==> src/verilog/tpw_defines.svh <==
// register offsets, field positions, reset values and counter limits of the timer block
`ifndef TPW_DEFINES_SVH
`define TPW_DEFINES_SVH

`define TPW_OFS_CONTROL   8'h00
`define TPW_OFS_CNT_LO    8'h04
`define TPW_OFS_CNT_HI    8'h08
`define TPW_OFS_CMPA_LO   8'h0c
`define TPW_OFS_CMPA_HI   8'h10
`define TPW_OFS_CMPB_LO   8'h14
`define TPW_OFS_CMPB_HI   8'h18
`define TPW_OFS_MASK      8'h1c
`define TPW_OFS_FLAGS     8'h20

`define TPW_BIT_T1_OVF    7
`define TPW_BIT_CMP_A     6
`define TPW_BIT_CMP_B     5
`define TPW_BIT_CAPTURE   3
`define TPW_BIT_T0_OVF    1
`define TPW_IRQ_BITS_MASK 8'hea

`define TPW_CTRL_MODE_A_LSB 6
`define TPW_CTRL_MODE_B_LSB 4
`define TPW_CTRL_RES_LSB    0

`define TPW_RST_CONTROL   8'h00
`define TPW_RST_MASK      8'h00
`define TPW_RST_FLAGS     8'h00
`define TPW_RST_WORD16    16'h0000

`define TPW_BOTTOM        16'h0000
`define TPW_TOP_8         16'h00ff
`define TPW_TOP_9         16'h01ff
`define TPW_TOP_10        16'h03ff

`define TPW_VEC_CAPTURE   4'h3
`define TPW_VEC_CMP_A     4'h4
`define TPW_VEC_CMP_B     4'h5
`define TPW_VEC_T1_OVF    4'h6
`define TPW_VEC_T0_OVF    4'h7

`endif

==> src/verilog/tpw_pkg.sv <==
// types shared by the timer block and its channel module
package tpw_pkg;

  typedef enum logic [1:0]
  {
    TPW_RES_OFF,
    TPW_RES_8,
    TPW_RES_9,
    TPW_RES_10
  } tpw_res_t;

  typedef enum logic [1:0]
  {
    TPW_OUT_OFF0,
    TPW_OUT_OFF1,
    TPW_OUT_NORMAL,
    TPW_OUT_INVERTED
  } tpw_out_mode_t;

  typedef struct packed
  {
    logic [7:0]  address;
    logic        read;
    logic        write;
    logic [31:0] writedata;
  } tpw_bus_req_t;

  typedef struct packed
  {
    logic [31:0] readdata;
    logic        waitrequest;
  } tpw_bus_rsp_t;

  typedef struct packed
  {
    logic t1_overflow;
    logic cmp_a;
    logic cmp_b;
    logic capture;
    logic t0_overflow;
  } tpw_irq_t;

  typedef struct packed
  {
    logic [15:0] active;
    logic        pin;
    logic        pin_oe;
  } tpw_chan_state_t;

  typedef struct packed
  {
    logic [7:0]   control;
    logic [7:0]   mask;
    logic [7:0]   flags;
    logic [7:0]   temp;
    logic [15:0]  count;
    logic         down;
    logic [15:0]  cmp_a;
    logic [15:0]  cmp_b;
    logic         capture_prev;
    tpw_bus_rsp_t rsp;
    tpw_irq_t     irq_req;
    logic         irq;
  } tpw_state_t;

endpackage

==> src/verilog/tpw_top.sv <==
// sixteen-bit pwm timer with interrupt mask and flag logic behind an avalon-mm slave
// What this block does
// - compare-A request (vector 4) is flag and mask bit 6 and global enable.
// - compare-B request (vector 5) is flag and mask bit 5 and global enable.
// - capture pin event sets capture flag; request (vector 3) gated by bit 3.
// - timer-0 overflow request (vector 7) gated by mask bit 1 and global enable.
// - mask bits 4, 2 and 0 are reserved and always read zero.
// - one shared temporary byte stages the high byte of wide accesses.
// - in pwm mode the counter runs up from zero to top and back down.
// - 8, 9 and 10 bit resolutions with tops 00ff, 01ff, 03ff; two channels.
// - each channel compares the counter with its low ten compare bits.
// - modes 00/01 disconnect; 10 clears up, sets down; 11 the inverse.
// - compare writes land in a hold copy that becomes active at top, or on the next edge while stopped.
// - timer-1 overflow request (vector 6) gated by mask bit 7 and global enable.
`timescale 1ns/1ps
`include "tpw_defines.svh"

module tpw_top
#(
  parameter int CMP_BITS = 10
)
(
  input  wire logic               clock,
  input  wire logic               reset,
  input  wire tpw_pkg::tpw_bus_req_t bus_req,
  output tpw_pkg::tpw_bus_rsp_t   bus_rsp,
  input  wire logic               global_irq_enable,
  input  wire logic               capture_input_pin,
  input  wire logic               t0_overflow_event,
  output tpw_pkg::tpw_irq_t       irq_req,
  output logic                    irq,
  output logic                    pwm_out_a,
  output logic                    pwm_out_a_oe,
  output logic                    pwm_out_b,
  output logic                    pwm_out_b_oe
);
  import tpw_pkg::*;

  tpw_state_t    state;
  tpw_state_t    next_state;
  tpw_res_t      res;
  logic [15:0]   top;
  logic          run;
  logic          at_top;
  logic          match_a;
  logic          match_b;
  logic          req;
  logic          accept;
  logic          commit;
  logic [7:0]    wbyte;
  logic [7:0]    rbyte;
  logic [7:0]    events;
  logic [7:0]    w1c;
  logic [7:0]    pend;

  // the channel compare width is tied to the pwm resolutions this block offers:
  // a wider compare would let a match fire at counts the counter never reaches,
  // a narrower one would lose the top bits of the ten-bit mode
  // the check below reports an error at the start of simulation; the channel is still built,
  // so a width that drops bits does not pass unnoticed
  initial
  begin
    if (CMP_BITS != 10)
      $error("tpw_top: only ten compare bits are supported");
  end

  // resolution code zero stops the counter and leaves both pins undriven;
  // any other code runs the counter on every clock, there is no prescaler
  // at_top is the only moment a running timer's channels load a new compare value,
  // so it is qualified by run to keep a stopped timer from looking at top
  assign res    = tpw_res_t'(state.control[`TPW_CTRL_RES_LSB +: 2]);
  assign run    = (res != TPW_RES_OFF);
  assign at_top = run && (state.count == top);

  // request taken on the first cycle, write committed when waitrequest is seen low
  assign req    = bus_req.read || bus_req.write;
  assign accept = req && state.rsp.waitrequest;
  assign commit = req && !state.rsp.waitrequest;
  assign wbyte  = bus_req.writedata[7:0];

  // the stopped code still picks a top so that the compare against the
  // counter never sees an undefined value; it is never used while stopped
  always_comb
  begin
    case (res)
      TPW_RES_8:  top = `TPW_TOP_8;
      TPW_RES_9:  top = `TPW_TOP_9;
      TPW_RES_10: top = `TPW_TOP_10;
      default:    top = `TPW_TOP_10;
    endcase
  end

  // both channels see the same counter and direction, so their periods
  // stay locked; only the compare hold value and the output mode differ
  // a match is reported back to set the flag one edge later, the same
  // edge at which the channel moves its pin
  tpw_chan #(.CMP_BITS(CMP_BITS)) chan_a
  (
    .clock  (clock),
    .reset  (reset),
    .run    (run),
    .at_top (at_top),
    .down   (state.down),
    .count  (state.count),
    .hold   (state.cmp_a),
    .mode   (tpw_out_mode_t'(state.control[`TPW_CTRL_MODE_A_LSB +: 2])),
    .match  (match_a),
    .pin    (pwm_out_a),
    .pin_oe (pwm_out_a_oe)
  );

  tpw_chan #(.CMP_BITS(CMP_BITS)) chan_b
  (
    .clock  (clock),
    .reset  (reset),
    .run    (run),
    .at_top (at_top),
    .down   (state.down),
    .count  (state.count),
    .hold   (state.cmp_b),
    .mode   (tpw_out_mode_t'(state.control[`TPW_CTRL_MODE_B_LSB +: 2])),
    .match  (match_b),
    .pin    (pwm_out_b),
    .pin_oe (pwm_out_b_oe)
  );

  always_comb
  begin
    // high bytes of wide registers always read the staging byte, so a lone
    // high read returns whatever the last low read or high write left there
    // the mask and flag reads hide the reserved bits here as well as on
    // write, so a stray one in a reserved position can never be read back
    case (bus_req.address)
      `TPW_OFS_CONTROL: rbyte = state.control;
      `TPW_OFS_CNT_LO:  rbyte = state.count[7:0];
      `TPW_OFS_CNT_HI:  rbyte = state.temp;
      `TPW_OFS_CMPA_LO: rbyte = state.cmp_a[7:0];
      `TPW_OFS_CMPA_HI: rbyte = state.temp;
      `TPW_OFS_CMPB_LO: rbyte = state.cmp_b[7:0];
      `TPW_OFS_CMPB_HI: rbyte = state.temp;
      `TPW_OFS_MASK:    rbyte = state.mask & `TPW_IRQ_BITS_MASK;
      `TPW_OFS_FLAGS:   rbyte = state.flags & `TPW_IRQ_BITS_MASK;
      default:          rbyte = 8'h00;
    endcase
  end

  always_comb
  begin
    // every event is a single-cycle strobe; the capture edge is found from
    // the previous pin level, which resets low so a pin held high through
    // reset raises the flag once right after release
    // the timer-1 overflow strobe is the down-phase visit of zero only,
    // so it fires once per period and never at the very first count
    events = 8'h00;
    events[`TPW_BIT_CMP_A]   = match_a;
    events[`TPW_BIT_CMP_B]   = match_b;
    events[`TPW_BIT_CAPTURE] = capture_input_pin && !state.capture_prev;
    events[`TPW_BIT_T0_OVF]  = t0_overflow_event;
    events[`TPW_BIT_T1_OVF]  = run && state.down && (state.count == `TPW_BOTTOM);
  end

  // write-one-to-clear acts only at the committing edge so a write that
  // is still waiting for its answer cannot clear a flag early
  assign w1c = (commit && bus_req.write && bus_req.address == `TPW_OFS_FLAGS) ?
               (wbyte & `TPW_IRQ_BITS_MASK) : 8'h00;

  always_comb
  begin
    next_state = state;
    next_state.capture_prev = capture_input_pin;

    // counter: up to top, turn, down to bottom, turn
    if (run)
    begin
      if (!state.down)
      begin
        if (state.count >= top)
        begin
          next_state.down  = 1'b1;
          next_state.count = top - 16'h0001;
        end
        else
          next_state.count = state.count + 16'h0001;
      end
      else
      begin
        if (state.count == `TPW_BOTTOM)
        begin
          next_state.down  = 1'b0;
          next_state.count = 16'h0001;
        end
        else
          next_state.count = state.count - 16'h0001;
      end
    end

    // a hardware event in the clearing cycle survives the clear
    next_state.flags = ((state.flags & ~w1c) | events) & `TPW_IRQ_BITS_MASK;

    // the answer is always exactly one wait cycle long; a fixed latency
    // keeps the read side effect on the staging byte to a single edge even
    // when the master holds its request for the whole access
    // read data is captured at the accepting edge and then held, so the
    // master may sample it at the edge that sees waitrequest low
    // bus answer: one wait cycle, then waitrequest low for the committing edge
    next_state.rsp.waitrequest = 1'b1;
    if (accept)
    begin
      next_state.rsp.waitrequest = 1'b0;
      next_state.rsp.readdata    = {24'h000000, rbyte};
      if (bus_req.read)
      begin
        // reading a low byte stages its high byte for the following high read
        case (bus_req.address)
          `TPW_OFS_CNT_LO:  next_state.temp = state.count[15:8];
          `TPW_OFS_CMPA_LO: next_state.temp = state.cmp_a[15:8];
          `TPW_OFS_CMPB_LO: next_state.temp = state.cmp_b[15:8];
          default:          next_state.temp = state.temp;
        endcase
      end
    end

    // register writes land at the committing edge; a compare write while
    // running only reaches the hold copy, the channel decides when it is used
    // a counter write overrides the counting step of the same cycle and
    // restarts the up phase when zero is written
    if (commit && bus_req.write)
    begin
      case (bus_req.address)
        `TPW_OFS_CONTROL: next_state.control = wbyte;
        `TPW_OFS_CNT_HI,
        `TPW_OFS_CMPA_HI,
        `TPW_OFS_CMPB_HI: next_state.temp    = wbyte;
        `TPW_OFS_CNT_LO:
        begin
          // a software write to the counter wins over this cycle's step
          next_state.count = {state.temp, wbyte};
          if ({state.temp, wbyte} == `TPW_BOTTOM)
            next_state.down = 1'b0;
        end
        `TPW_OFS_CMPA_LO: next_state.cmp_a = {state.temp, wbyte};
        `TPW_OFS_CMPB_LO: next_state.cmp_b = {state.temp, wbyte};
        `TPW_OFS_MASK:    next_state.mask  = wbyte & `TPW_IRQ_BITS_MASK;
        default:          next_state.mask  = state.mask;
      endcase
    end

    // requests are formed from the values the flags and mask take this edge
    pend = next_state.flags & next_state.mask & {8{global_irq_enable}};
    next_state.irq_req.cmp_a       = pend[`TPW_BIT_CMP_A];
    next_state.irq_req.cmp_b       = pend[`TPW_BIT_CMP_B];
    next_state.irq_req.capture     = pend[`TPW_BIT_CAPTURE];
    next_state.irq_req.t0_overflow = pend[`TPW_BIT_T0_OVF];
    next_state.irq_req.t1_overflow = pend[`TPW_BIT_T1_OVF];
    next_state.irq = |pend;
  end

  // reset is synchronous; every field gets a constant so the block leaves
  // reset stopped, with no pending request and the bus answer at rest
  always_ff @(posedge clock)
  begin
    if (reset)
    begin
      state.control         <= `TPW_RST_CONTROL;
      state.mask            <= `TPW_RST_MASK;
      state.flags           <= `TPW_RST_FLAGS;
      state.temp            <= 8'h00;
      state.count           <= `TPW_RST_WORD16;
      state.down            <= 1'b0;
      state.cmp_a           <= `TPW_RST_WORD16;
      state.cmp_b           <= `TPW_RST_WORD16;
      state.capture_prev    <= 1'b0;
      state.rsp.readdata    <= 32'h00000000;
      state.rsp.waitrequest <= 1'b1;
      state.irq_req         <= '0;
      state.irq             <= 1'b0;
    end
    else
      state <= next_state;
  end

  // outputs come straight from the state register, no logic after the flops
  assign bus_rsp = state.rsp;
  assign irq_req = state.irq_req;
  assign irq     = state.irq;

endmodule

==> src/verilog/tpw_chan.sv <==
// one phase-correct pwm channel: buffered compare value, match detect and output pin
`timescale 1ns/1ps
`include "tpw_defines.svh"

module tpw_chan
#(
  parameter int CMP_BITS = 10
)
(
  input  wire logic                  clock,
  input  wire logic                  reset,
  input  wire logic                  run,
  input  wire logic                  at_top,
  input  wire logic                  down,
  input  wire logic [15:0]           count,
  input  wire logic [15:0]           hold,
  input  wire tpw_pkg::tpw_out_mode_t mode,
  output logic                       match,
  output logic                       pin,
  output logic                       pin_oe
);
  import tpw_pkg::*;

  tpw_chan_state_t state;
  tpw_chan_state_t next_state;
  logic [15:0]     cmp_mask;

  initial
  begin
    if (CMP_BITS < 8 || CMP_BITS > 16)
      $error("tpw_chan: CMP_BITS must lie in 8..16");
  end

  assign cmp_mask = 16'((32'h1 << CMP_BITS) - 32'h1);
  // only the low compare bits take part in the match
  assign match    = run && ((count & cmp_mask) == (state.active & cmp_mask));
  assign pin      = state.pin;
  assign pin_oe   = state.pin_oe;

  always_comb
  begin
    next_state = state;
    // the active value only moves at top or while stopped so a write mid-period cannot cut a pulse short
    if (!run || at_top)
      next_state.active = hold & cmp_mask;
    next_state.pin_oe = run && (mode == TPW_OUT_NORMAL || mode == TPW_OUT_INVERTED);
    if (match)
    begin
      case (mode)
        TPW_OUT_NORMAL:   next_state.pin = down;
        TPW_OUT_INVERTED: next_state.pin = !down;
        default:          next_state.pin = state.pin;
      endcase
    end
  end

  always_ff @(posedge clock)
  begin
    if (reset)
    begin
      state.active <= `TPW_RST_WORD16;
      state.pin    <= 1'b0;
      state.pin_oe <= 1'b0;
    end
    else
      state <= next_state;
  end

endmodule

==> config.mk <==
export PLATFORM = sky130hd
export DESIGN_NAME = tpw_top
export DESIGN_NICKNAME = d
export VERILOG_FILES = /design/src/verilog/tpw_pkg.sv /design/src/verilog/tpw_top.sv /design/src/verilog/tpw_chan.sv
export VERILOG_INCLUDE_DIRS = /design/src /design/src/verilog
export SDC_FILE = /design/constraint.sdc
export NUM_CORES = 1
export LEC_CHECK = 0
export ABC_AREA = 0
export CAP_MARGIN = 20
export CORE_MARGIN = 4
export CORE_UTILIZATION = 60
export CTS_CLUSTER_SIZE = 20
export DETAILED_ROUTE_END_ITERATION = 7
export DONT_BUFFER_PORTS = 1
export PLACE_DENSITY = 0.87
export SYNTH_ARGS = -nofsm -noshare
export SYNTH_HDL_FRONTEND = slang
export SYNTH_SLANG_ARGS = --single-unit
==> constraint.sdc <==
create_clock -name clock -period 4.15 [get_ports clock]
set_clock_uncertainty 0.05 [all_clocks]
set_input_delay 0.2075 -clock clock [delete_from_list [all_inputs] [get_ports clock]]
set_output_delay 0.2075 -clock clock [all_outputs]
set_load 0.01 [all_outputs]
==> qor.yml <==
layout:
  n_antenna_cell: 0
  postLayoutCoreUtil_pct: 68.27
  synthToLayoutAreaGrowth_pct: 9.210
  fin_nets: 789
  drive_above_1_share_pct: 7.507
synth:
  synthCells: 764
  yosys.area.top_type: "dfxtp_1"
  ys_ff_latch: 115
  synthTopCellsByArea: "dfxtp_1, mux2i_1, nand2_1"
  synth_compound_area_share_pct: 16.52
  synth_top_family_by_area: "simple AND/OR/NAND/NOR gates"
  syn_avg_cell_area_um2: 8.108
  synth-simple-area-share_pct: 20.46
  synth_edf_count: 0
  synth.cell_area_um2: 6195
  muxShareOfSynthArea_pct: 11.35
  synthDistinctLibCells: 57
  synth.most_common_cell: "dfxtp_1"
  synthXorXnorAreaFrac_pct: 3.817
  yosys_warnings: 0
  async_flop_share_pct: 0
  synthTopCellsByCount: "dfxtp_1, nand2_1, nor2_1"
  ys_seq_area_share_pct: 37.16
  synth_top_flop_cell: "dfxtp_1"
  synth_top_area_share_pct: 37.16
  synthAdderAreaFrac_pct: 1.818
worst_setup_path:
  max_stage_delay_ns: 0.72
  startpoint_type: "register"
  crit_arrival_ns: 3.33
  crit_fanout: 5
  critPathKind: "reg2reg"
  cp_cell_sequence: "or4b_2, nor4_1, nand2_1, a21oi_1, dlygate4sd3_1, nor2_1"
  critical_path.slowest_cell: "nor4_1"
  cp_num_cells: 6
  path_buf_inv: 1
  crit_family: "simple AND/OR/NAND/NOR gates"
  critPathRequiredTime_ns: 4.50
  rr_worst_depth: 6
  end_kind: "register"
pwr:
  swShare_pct: 24.66
  seqPwrFrac_pct: 41.4
  p_switching_uw: 662.1
  vdd_drop_max_uv: 217.1
  intPower_uw: 2023
  clkPwrFrac_pct: 55.2
  powerDensity_nw_per_um2: 396.8
  combPwrFrac_pct: 3.4
  p_leak_uw: 0.002331
sta:
  finalHoldViolations: 0
  slew_viol_final: 0
  worst_pin_slew_ns: 1.054
  fin_ws_ns: 1.176
  finalSetupTns_ns: 0
  setup_viol: 0
  clock.fmax_ghz: 0.3363
  fin_crit_sh_pct: 71.65
  relSlewSlack_pct: 29.62
  rsz0062_at_grt: "no"
  final.min_clock_period_ns: 2.974
  hold_slack_ns: 0.02115
global_routing:
  grt_usage_pct: 32.44
  gr-total-overflow: 0
  first_global_vias: 5494
  antenna_found_initial: 0
  grt_pass1_wl_mm: 29.44
  grt_max_degree: 113
floorplanning:
  die_h_um: 109.6
  start_util_pct: 62.51
  design.die.area_um2: 12010
  core_um2: 9910
  placementRows: 36
  pin_count: 90
  fp.dieW_um: 109.6
detailed_routing:
  num_vias: 5731
  firstDrtPassIters: 6
  ant_nets: 0
  wl_mm: 19.08
  post-route-drc-count: 0
  viasPerCell: 6.520
  wire_per_inst_um: 21.71
  drt_iter0_drc: 763
clock_tree:
  cts_tree: "done"
  cts-root-buf: "clkbuf_8"
  cts_resized: 0
  cts_hold_buf: 15
  htreeDepth: 4
  clkLatencyLatePin_ns: 0.52
  clockBufferDepth: 2
  path_clk_slew_ns: 0.07
  clock_sinks: 115
  postCtsSetupBuffers: 0
  cts-buffers-inserted: 17
placement:
  io_buffer_count: 0
  gp_congestion: 0.9033
  dp_hpwl_mm: 11.49
  pre_cts_ws_ns: 1.451
hold_path:
  whs_path_depth: 3
  hp-class: "in2reg"
flow_run:
  drv_cap: 0
outcome:
  status: "completed"
==> placed cells by master, fill, tap and decap left out, drive strengths merged, types with 5 or more instances in the layout <==
master | synthesis | final
nor4 | 11 | 11
nor3 | 22 | 22
a311oi | 6 | 6
nand2 | 98 | 98
nand4 | 9 | 9
conb | 1 | 24
nand2b | 5 | 5
xor2 | 5 | 5
dfxtp | 115 | 115
a211oi | 14 | 14
inv | 10 | 18
dlygate4sd3 | 0 | 15
a22o | 6 | 6
or3 | 5 | 5
nor2 | 81 | 81
or2 | 5 | 5
clkbuf | 48 | 18
o21ai | 33 | 33
ha | 9 | 9
a22oi | 9 | 9
mux2i | 59 | 59
a21o | 5 | 5
a21oi | 59 | 59
nand3 | 25 | 25
buf | 47 | 7
xnor2 | 22 | 22
==> metrics by stage <==
| step | power [uW] | instance area (um2) | instances |
|---|---|---|---|
| final | 2685 | 6765 | 879 |
| after global routing | 2738 | 6765 | 879 |
| after global placement | 1177 | 5996 | 831 |
| after CTS | 2667 | 6755 | 878 |
| after floorplan | 1215 | 6281 | 787 |
| after detailed placement | 1178 | 5996 | 831 |
==> final cells by class <==
| type | count | area, um2 |
|---|---|---|
| multi-input cells | 566 | 3441 |
| repair buffers | 22 | 222.7 |
| inverters | 11 | 41.29 |
| fillers | 719 | 3144 |
| flip-flops and latches | 115 | 2302 |
| well taps | 133 | 166.4 |
| clock inverters | 14 | 163.9 |
| clock buffers | 18 | 427.9 |
==> tightest hold or removal path: cells and delay by family <==
kind	cells	cell delay (ns)
AO/OA/AOI/OAI	3	0.33
==> worst paths after layout <==
kind | startpoint | slack, ns | endpoint
min | bus_req[7] | 0.02 | state[80]
min reg2reg | state[55] | 0.40 | state[55]
max | bus_rsp[0] | 1.18 | state[98]
max reg2reg | bus_rsp[0] | 1.18 | state[98]
==> cells by family (layout without fill, tap and decap cells) <==
family	count (synthesis)	count (layout)
AOI/OAI and AO/OA	162	162
xor gates and xnor gates	27	27
adders and majority gates	9	9
buffers and inverters	106	65
DFF	115	115
muxes	65	65
other	1	24
and+or+nand+nor	279	279
==> state kept, by name (all words and copies together), names as in the netlist, 2 cells and up <==
| name | flops |
|---|---|
| bus_rsp | 9 |
| irq_req | 5 |
| res | 2 |
| state | 74 |
| chan_a.state | 10 |
| chan_b.state | 10 |
==> layer usage <==
layer | GRT usage [%] | part of all wire [%]
met5 | 0 | 0
met1 | 39.78 | 36
met2 | 50.87 | 46
met4 | 18.25 | 5.1
met3 | 9.513 | 12
==> power by group through the flow <==
stage          clock, uW  sequential (uW)  combinational (uW)
3_5_place_dp           0             1140                42.6
5_1_grt             1530             1110                96.5
3_3_place_gp           0             1140                42.0
4_1_cts             1470             1110                86.1
2_1_floorplan          0             1130                82.1
6_report            1480             1110                91.5
(Power assumes the default switching activity.)
